`src/rtl/hps_pkg.sv`:
```
// package: constants and types for the host interface protocol selector
`default_nettype none
package hps_pkg;
  // edge count needed during a chip-select low phase to enter spi
  localparam int unsigned SPI_EDGE_MIN   = 16;
  localparam int unsigned EDGE_CNT_W     = 5;
  localparam logic [4:0]  EDGE_CNT_RESET = 5'h00;
  // i3c broadcast address and address shift width
  localparam logic [6:0]  I3C_BCAST_ADDR = 7'h7E;
  localparam logic [7:0]  SHIFT_RESET    = 8'h00;
  localparam logic [3:0]  BIT_CNT_RESET  = 4'h0;
  localparam logic [3:0]  ADDR_BITS      = 4'h8;

  // interface protocol states
  typedef enum logic [1:0] {
    HPS_I2C,
    HPS_I3C,
    HPS_SPI
  } hps_mode_e;

  // synchronised bus pins
  typedef struct packed {
    logic csbN;
    logic sck;
    logic sda;
  } hps_pins_s;

  // mode flags towards the protocol engines
  typedef struct packed {
    logic i2cEn;
    logic i3cEn;
    logic spiEn;
    logic spiCpol;
  } hps_sel_s;

  // idle levels of the bus lines and the flags after reset
  localparam hps_pins_s PIN_IDLE  = '{csbN: 1'b1, sck: 1'b1, sda: 1'b1};
  localparam hps_sel_s  SEL_RESET = '{i2cEn: 1'b1, i3cEn: 1'b0, spiEn: 1'b0, spiCpol: 1'b0};
endpackage
`default_nettype wire

```
`src/rtl/hps_sync.sv`:
```
// two-flop synchroniser for the bus pins
`default_nettype none
module hps_sync (
  // clock and reset
  input  wire logic              mclk,
  input  wire logic              resetn,
  // raw and synchronised pins
  input  wire hps_pkg::hps_pins_s pinIn,
  output var  hps_pkg::hps_pins_s pinOut
);
  import hps_pkg::*;
  hps_pins_s stage1;
  // csb idles high so the flops reset to the idle level
  always_ff @(posedge mclk or negedge resetn) begin
    if (!resetn) begin
      stage1 <= PIN_IDLE;
      pinOut <= PIN_IDLE;
    end else begin
      stage1 <= pinIn;
      pinOut <= stage1;
    end
  end
endmodule
`default_nettype wire

```
`src/rtl/hps_select.sv`:
```
// host interface protocol selector: i2c, i3c or spi
`default_nettype none
// Operation
// - the single host interface is slave only, running spi, i3c or i2c
// - power-up or soft reset starts in combined i2c/i3c state
// - chip select low disables i2c/i3c at once
// - spi entered when csb rises after low phase with at least 16 edges
// - broadcast address 7E seen in i2c locks interface into i3c
// - leaving spi only by power-down or soft reset; i3c is also left for spi on a csb rise after at least 16 edges
// - i2c supports standard, fast and fast-plus speeds
// - i3c supports single data rate transfers only
// - spi modes 00 and 11, picked from sck level after csb falls
module hps_select (
  // clock and reset
  input  wire logic  mclk,
  input  wire logic  resetn,
  input  wire logic  softReset,
  // bus pins
  input  wire logic  csbN,
  input  wire logic  sck,
  input  wire logic  sda,
  // selection outputs
  output var  hps_pkg::hps_sel_s sel,
  output var  hps_pkg::hps_mode_e mode,
  output logic       csbActive
);
  import hps_pkg::*;

  ////////////////////////////////////////////////////////////////////////
  // pin synchronisation
  hps_pins_s pinsRaw;
  hps_pins_s pins;
  hps_pins_s pinsDly;
  // pack the raw pins first so the port sees a plain struct
  assign pinsRaw = '{csbN: csbN, sck: sck, sda: sda};
  hps_sync u_sync (
    .mclk   (mclk),
    .resetn (resetn),
    .pinIn  (pinsRaw),
    .pinOut (pins)
  );

  // one-cycle delayed copy for edge detection
  always_ff @(posedge mclk or negedge resetn) begin
    if (!resetn) begin
      pinsDly <= PIN_IDLE;
    end else begin
      pinsDly <= pins;
    end
  end

  ////////////////////////////////////////////////////////////////////////
  // edge decoding shared by the chip-select and serial line detectors
  function automatic logic risen(input logic prev, input logic cur);
    return ~prev & cur;
  endfunction

  function automatic logic fallen(input logic prev, input logic cur);
    return prev & ~cur;
  endfunction

  // a line high in both samples, as start and stop need for scl
  function automatic logic heldHigh(input logic prev, input logic cur);
    return prev & cur;
  endfunction

  logic csbFall;
  logic csbRise;
  logic sckEdge;
  logic sckRise;
  logic sclFall;
  logic startCond;
  logic stopCond;
  assign csbFall   = fallen(pinsDly.csbN, pins.csbN);
  assign csbRise   = risen(pinsDly.csbN, pins.csbN);
  assign sckEdge   = pinsDly.sck ^ pins.sck;
  assign sckRise   = risen(pinsDly.sck, pins.sck);
  assign sclFall   = fallen(pinsDly.sck, pins.sck);
  // start and stop: sda moves while scl high
  assign startCond = fallen(pinsDly.sda, pins.sda) & heldHigh(pinsDly.sck, pins.sck);
  assign stopCond  = risen(pinsDly.sda, pins.sda) & heldHigh(pinsDly.sck, pins.sck);
  // synchronised level; the registered flags follow one cycle later
  assign csbActive = ~pins.csbN;

  ////////////////////////////////////////////////////////////////////////
  // sck edge counter during chip-select low phase
  // both sck polarities count, so sixteen edges are eight full clocks;
  // an edge in the very cycle of the csb fall is not counted
  logic [EDGE_CNT_W-1:0] edgeCnt;
  logic                  edgesMet;
  assign edgesMet = (edgeCnt >= EDGE_CNT_W'(SPI_EDGE_MIN));
  always_ff @(posedge mclk or negedge resetn) begin
    if (!resetn) begin
      edgeCnt <= EDGE_CNT_RESET;
    end else if (csbFall) begin
      edgeCnt <= EDGE_CNT_RESET;
    end else if (!pins.csbN && sckEdge && !edgesMet) begin
      edgeCnt <= edgeCnt + 5'h01;
    end
  end
  // saturating at the threshold keeps the counter narrow

  ////////////////////////////////////////////////////////////////////////
  // spi clock polarity captured on the cycle after csb falls
  // taken at every csb fall in any mode, so it is already right when
  // the frame that switches the interface to spi ends
  logic spiCpol;
  always_ff @(posedge mclk or negedge resetn) begin
    if (!resetn) begin
      spiCpol <= 1'b0;
    end else if (csbFall) begin
      spiCpol <= pins.sck;
    end
  end

  ////////////////////////////////////////////////////////////////////////
  // i2c address byte watcher for the i3c broadcast address
  // the watcher runs in every mode but only the i2c state acts on it,
  // so a broadcast seen after a switch to spi changes nothing
  logic [7:0] addrShift;
  logic [3:0] bitCnt;
  logic       addrPhase;
  logic       watchClear;
  logic       lastAddrBit;
  // stop or soft reset abandons a frame; start opens a fresh address byte
  assign watchClear  = softReset | stopCond | startCond;
  assign lastAddrBit = (bitCnt == ADDR_BITS - 4'h1);

  // address bits, msb first on scl rises
  always_ff @(posedge mclk or negedge resetn) begin
    if (!resetn) begin
      addrShift <= SHIFT_RESET;
    end else if (watchClear) begin
      addrShift <= SHIFT_RESET;
    end else if (addrPhase && sckRise) begin
      addrShift <= {addrShift[6:0], pins.sda};
    end
  end

  // bits taken so far; parks at eight until the next start or stop
  always_ff @(posedge mclk or negedge resetn) begin
    if (!resetn) begin
      bitCnt <= BIT_CNT_RESET;
    end else if (watchClear) begin
      bitCnt <= BIT_CNT_RESET;
    end else if (addrPhase && sckRise) begin
      bitCnt <= bitCnt + 4'h1;
    end
  end

  // open from start until the eighth address bit
  always_ff @(posedge mclk or negedge resetn) begin
    if (!resetn) begin
      addrPhase <= 1'b0;
    end else if (softReset || stopCond) begin
      addrPhase <= 1'b0;
    end else if (startCond) begin
      addrPhase <= 1'b1;
    end else if (addrPhase && sckRise && lastAddrBit) begin
      addrPhase <= 1'b0;
    end
  end
  logic bcastSeen;
  // only the seven address bits count; the direction bit is ignored
  // the match fires on the scl fall after the eighth bit, before the ack
  assign bcastSeen = !addrPhase && (bitCnt == ADDR_BITS) && sclFall
                     && (addrShift[7:1] == I3C_BCAST_ADDR);

  ////////////////////////////////////////////////////////////////////////
  // protocol state machine
  // a csb rise with enough edges beats a broadcast match in one cycle:
  // spi is the stronger claim and no bus event can take it back
  hps_mode_e next_mode;
  always_comb begin
    next_mode = mode;
    case (mode)
      HPS_I2C: begin
        if (csbRise && edgesMet) begin
          next_mode = HPS_SPI;
        end else if (bcastSeen && pins.csbN) begin
          next_mode = HPS_I3C;
        end
      end
      HPS_I3C: begin
        if (csbRise && edgesMet) begin
          next_mode = HPS_SPI;
        end
      end
      default: begin
        next_mode = HPS_SPI;
      end
    endcase
  end

  // reset or soft reset is the only way back; no bus event returns the mode
  always_ff @(posedge mclk or negedge resetn) begin
    if (!resetn) begin
      mode <= HPS_I2C;
    end else if (softReset) begin
      mode <= HPS_I2C;
    end else begin
      mode <= next_mode;
    end
  end

  ////////////////////////////////////////////////////////////////////////
  // selection flags; engines are slave only, speed grades handled there
  // flags decode next_mode so they move together with mode; a soft reset
  // drops every enable flag for one cycle before the i2c flag comes back; spiCpol keeps its value
  always_ff @(posedge mclk or negedge resetn) begin
    if (!resetn) begin
      sel <= SEL_RESET;
    end else begin
      sel.i2cEn   <= (next_mode == HPS_I2C) && pins.csbN && !softReset;
      sel.i3cEn   <= (next_mode == HPS_I3C) && pins.csbN && !softReset;
      sel.spiEn   <= (next_mode == HPS_SPI) && !softReset;
      sel.spiCpol <= spiCpol;
    end
  end
endmodule
`default_nettype wire

```
`config.mk`:
```
export PLATFORM = sky130hd
export DESIGN_NAME = hps_select
export DESIGN_NICKNAME = d
export VERILOG_FILES = /design/src/rtl/hps_pkg.sv /design/src/rtl/hps_sync.sv /design/src/rtl/hps_select.sv
export SDC_FILE = /design/constraint.sdc
export NUM_CORES = 1
export LEC_CHECK = 0
export BUFFER_PORTS_ARGS = -buffer_cell sky130_fd_sc_hd__buf_2
export CAP_MARGIN = 25
export CORE_ASPECT_RATIO = 1.2
export CORE_MARGIN = 2
export CORE_UTILIZATION = 45
export CTS_CLUSTER_SIZE = 28
export DETAILED_ROUTE_END_ITERATION = 7
export PLACE_DENSITY = 0.65
export SYNTH_ARGS = -nofsm -noshare
export SYNTH_HDL_FRONTEND = slang
export SYNTH_HIERARCHICAL = 1
export SYNTH_SLANG_ARGS = --single-unit
export TNS_END_PERCENT = 50
```
`constraint.sdc`:
```
create_clock -name mclk -period 1.5 [get_ports mclk]
set_input_delay 0.15 -clock mclk [delete_from_list [all_inputs] [get_ports mclk]]
set_output_delay 0.15 -clock mclk [all_outputs]
set_load 0.01 [all_outputs]
```
Yosys cells after proc, flatten, opt, wreduce, memory -nomap -nowiden
Cells that the tools add are included.
Storage, ports and cells
  output and inout bits: 7
  flip-flop bits (word level): 34
  input port bits: 6
  word-level logic and storage cells: 84
Operators by class
  reductions and logical operators: 24
  order comparisons: 1
  add/sub/neg operators: 2
  bitwise gates (word level): 18
  equal/unequal tests: 6
  multiplexer cells: 14
Operators by type and width (count)
  $mux W8: 2
  $logic_and A1 B1 Y1: 14
  $mux W5: 2
  $and A1 B1 Y1: 9
  $mux W2: 4
  $mux W4: 2
  $eq A7 B7 Y1 const B: 1
  $not A1 Y1: 6
  $add A5 B1 Y5 const B: 1
  $ge A5 B5 Y1 const B: 1
  $add A4 B1 Y4 const B: 1
  $eq A2 B1 Y1 const B: 2
  $eq A4 B3 Y1 const B: 1
  $eq A4 B4 Y1 const B: 1
  $logic_not A1 Y1: 4
  $logic_not A2 Y1: 2
  $pmux W2 S2: 1
  $reduce_bool A2 Y1: 2
  $mux W1: 3
  $reduce_bool A3 Y1: 1
  $eq A2 B2 Y1 const B: 1
  $or A1 B1 Y1: 2
  $logic_or A1 B1 Y1: 1
  $xor A1 B1 Y1: 1

Logic depth before layout (Yosys ltp)
  depth after elaboration: 11
  mapped depth: 6

Modules after synthesis
Netlist, hierarchy kept.
Modules (own cells, without submodules)
  hps_select: times used 1, area an instance 1335.0 um2, cells each 128
  hps_sync: times used 1, area an instance 157.7 um2, cells each 6

Worst setup path after synthesis
OpenSTA, ideal clock, no wires.
  kind: reg-to-reg
  start: register u_sync/pinOut[1] (netlist bit)
  end: register edgeCnt[3]
  arrival: 1.403 ns
  cell stages (with the launch flop): 6
  library setup time: 0.126 ns
  required time: 1.374 ns
  slack: -0.029 ns
  path through: dfstp_2 inv_1 ha_1 nor2_1 and4_1 a221o_1
On the way
  longest elaborated chain between the ends: 4
RTL lines
  start, declared: RTL line hps_sync.sv:9  | output var hps_pkg::hps_pins_s pinOut
  start signal, assigned: RTL line hps_sync.sv:20  | pinOut <= stage1;
  $xor A1 B1 Y1: RTL line hps_select.sv:76  | assign sckEdge = pinsDly.sck ^ pins.sck;
  $logic_and A1 B1 Y1 (2 in series): RTL line hps_select.sv:97  | end else if (!pins.csbN && sckEdge && !edgesMet) begin
  $reduce_bool A2 Y1 (no line)
  end signal, assigned: RTL line hps_select.sv:98  | edgeCnt <= edgeCnt + 5'h01;
  end, declared: RTL line hps_select.sv:89  | logic [EDGE_CNT_W-1:0] edgeCnt;
No other way between the ends.
A chain may end at the register's enable or synchronous reset.

Final worst setup path
Ends and elaborated chain as after synthesis.

==> results.md <==
- Post-layout nets: 170
- Post-route cell area: 0.00176 mm2
- Hold Vio Cnt, Final: 0
- Setup crit start kind: flip-flop
- TritonCTS Buffers: 5
- Hold path cells: 2
- Post-Synthesis Cell Area: roughly 0.0015 mm2
- Warnings, synthesis: 6
- Core Area: 0.00311 mm2
- Post-synthesis sequential area ratio: 57.8%
- Mux share of post-synthesis cell area: 1.42%
- Final wirelength: 2650 um
- Most common cell after layout, fill and taps aside: dfrtp_1
- Number of distinct library cells after synthesis: 36
- Placed cells: 182
- Rows: 22
- Die area: 0.00380 mm2
- Synth-to-layout area growth: 17.7%
- Starting DRT DRC Count: 32
- Tmin final: 1.50 ns
- VDD IR max: 0.818 mV
- Static leakage: 0.791 nW
- DRC Markers: 0
- Final Setup Violations: 1
- Post-DP Area: 0.00162 mm2
- Overall Global Routing Usage: about 16%
- Initial antenna violation count: 0
- Clk pin slew, worst setup/hold paths: 0.11 ns
- Maximum fanout along the worst path: 4
- Fin Clk Skew: 0.00797 ns
- Sw Ratio: 24.0%
- Reg power frac: 55.7%
- Layout filler cell count: 269
- Final non-filler cell total: around 190
- Commonest cells after routing, fill and taps aside: 24 x dfrtp_1, 20 x nand2_1, 13 x a21oi_1
- Number of diodes: 0
- Clock share of power: 36.4%
- Final worst slack: -0.00143 ns
- Post-Synth XOR/XNOR Area: 1.76%
- Int Power: 1.38 mW
- Fin crit share: 100%
- Failing checks: setup timing
- Worst EP arrival: 1.73 ns
- R2R cell count: 5
- IO buf count: 12
- CTS sink cnt: 34
- Antenna Nets Post-Route: 0
- RePlAce Congestion: 0.787
- Initial Util: 48.0%
- HPWL after DPL: between 1500 and 2000 um
- Run status: complete, but fails checks
- DR WL/cell: 13.7 um
- Largest family of logic cells by synthesized area: simple AND/OR/NAND/NOR gates
- CTS Root Cell: clkbuf_4
- Register area: ~860 um2
- Total number of vias: 1060
- WS Path Type: flip-flop to flip-flop
- Relative max-transition margin: between 50 and 60%
- P_sw: 0.435 mW
- F_max: ~670 MHz
- Post-Synth Adder-Cell Area: 5.87%
- Area occupied by multi-input gates: slightly above 600 um2
- Post-Synthesis Cells: 134
- Share of cells above drive strength 1: 30.4%
- RSZ-0062 raised after global routing: true
- Largest net degree at the start of global routing: 35
- Post-synthesis compound-gate area fraction: 12.4%
- Syn Nets: 147
- Max-slew violations: 0
- Drt pass-1 iters: 4
- Top-level port count: 13
- Yosys reg bits: 34
- Routed vias/inst: 5.46
- Worst slew pin tran: 0.730 ns
- Max-cap check violation count: 0
- GRT overflow: 0
- CTS tree: done
- Crit end category: flip-flop
- Avg Inst Size Synth: 11.1 um2
- Global-route wire length before repair: between 4000 and 5000 um
- CP required: around 1.7 ns
- Logic pwr share: 8.0%
- Pwr Density: 1030 mW/mm2
- HP Class: input port to flip-flop
- Simple-Gate Fraction of Synth Area: 16.9%
- Die Y-Extent: 67.1 um
- Die Span X: 56.6 um
- Vias in the first global route: 1058
- Setup Fix Bufs, Post-CTS: 0
- Later-pin clock latency in the skew report: 0.34 ns
- H-Tree Depth: 2
- Pre-CTS WS: -0.0734 ns
- Max clock buf depth: 2
==> synthesized netlist by cell type (all sizes together) <==
master / instances / area [um2]
buf: 4 / 26.3
nor2: 10 / 37.5
nor3: 2 / 10.0
nor4: 1 / 6.26
inv: 7 / 26.3
nor2b: 2 / 12.5
clkbuf: 1 / 3.75
and4b: 2 / 20.0
dfrtp: 24 / 601
nor3b: 2 / 15.0
a41oi: 2 / 25.0
xnor2: 1 / 8.76
and3: 2 / 13.8
a21o: 1 / 7.51
a2111oi: 2 / 30.0
xor2: 2 / 17.5
dfstp: 10 / 263
nand4b: 1 / 8.76
or3: 1 / 6.26
ha: 7 / 87.6
nand2b: 2 / 12.5
mux2i: 1 / 10.0
nand2: 20 / 75.1
a21oi: 13 / 65.1
and4: 2 / 18.8
a32o: 1 / 10.0
nand3: 2 / 10.0
a221o: 1 / 10.0
mux2: 1 / 11.3
o21ai: 4 / 20.0
and2: 1 / 6.26
a22o: 2 / 17.5
==> stage by stage <==
| stage | util, % | hold slack (ns) | TNS, ns | power [mW] |
|---|---|---|---|---|
| finish | 56.5 | 0.0925 | -0.00143 | 1.81 |
| global route | 56.5 | 0.0728 | -0.211 | 1.90 |
| CTS | 56.3 | 0.0672 | -0.0285 | 1.83 |
| detailed placement | 52.0 | 0.256 | -0.197 | 1.15 |
| global placement | 52.0 | 0.248 | -0.0356 | 1.15 |
| floorplan | - | -0.146 | 0 | 1.10 |
==> cells by family (layout without fill, tap and decap cells) <==
family | after synthesis | count (layout)
muxes | 2 | 2
and+or+nand+nor | 50 | 50
AOI/OAI and AO/OA | 26 | 26
adders and majority gates | 7 | 7
xor gates and xnor gates | 3 | 3
buffers and inverters | 12 | 36
DFF | 34 | 34
==> worst max-delay path, stage by stage, from the launching register on <==
cell and delay [ns]:
dfstp_2 0.58, inv_2 0.05, ha_4 0.30, nor2_4 0.04, and4_1 0.15, a221o_1 0.28
==> state kept, by name, indices dropped and copies added, names as in the netlist <==
signal	cells
addrShift	8
edgeCnt	5
bitCnt	4
sel	4
pinsDly	3
u_sync/pinOut	3
u_sync/stage1	3
mode	2
addrPhase	1
spiCpol	1
==> layer usage <==
metal / up-vias / track usage, % / part of all wire (%) / routed length (um)
met5: - / 0 / 0 / 0
met4: 0 / 8.04 / 3.1 / 81
met3: 7 / 6.60 / 4.4 / 118
met2: 22 / 26.6 / 49 / 1300
met1: 524 / 19.0 / 43 / 1150
li1: 507 / - / - / -
==> path summary, 6_finish.rpt <==
kind	start	to	slack [ns]
max in group asynchronous	resetn	sel[0]	0.64
hold reg to reg	u_sync/stage1[1]	u_sync/pinOut[1]	0.36
setup reg to reg	u_sync/pinOut[1]	edgeCnt[3]	-0.001
setup / recovery	u_sync/pinOut[1]	edgeCnt[3]	-0.001
min in group asynchronous	resetn	mode[0]	0.40
hold / removal	softReset	addrShift[0]	0.09
==> power groups by stage <==
stage | Combinational (mW) | Clock [mW] | Sequential (mW)
after detailed placement | 0.132 | 0 | 1.02
after floorplan | 0.0812 | 0 | 1.01
after CTS | 0.145 | 0.679 | 1.01
final | 0.144 | 0.659 | 1.01
after global routing | 0.165 | 0.721 | 1.01
after global placement | 0.126 | 0 | 1.02
==> repair_timing <==
item                                   4_1_cts  5_1_grt
pin swaps                                    3        3
hold buffers                                 4        0
setup endpoints to repair                    4        9
endpoints found under the hold margin       27        0
resized for setup                            6        4
==> cell type report <==
cell class / count / area share (%)
Sequential cell: 34 / 49.1
Multi-Input combinational cell: 88 / 34.3
Timing Repair Buffer: 21 / 8.05
Tap cell: 36 / 2.56
Clock inverter: 3 / 2.28
Clock buffer: 5 / 2.14
Inverter: 7 / 1.50
Power figures use the tool's default switching activity.
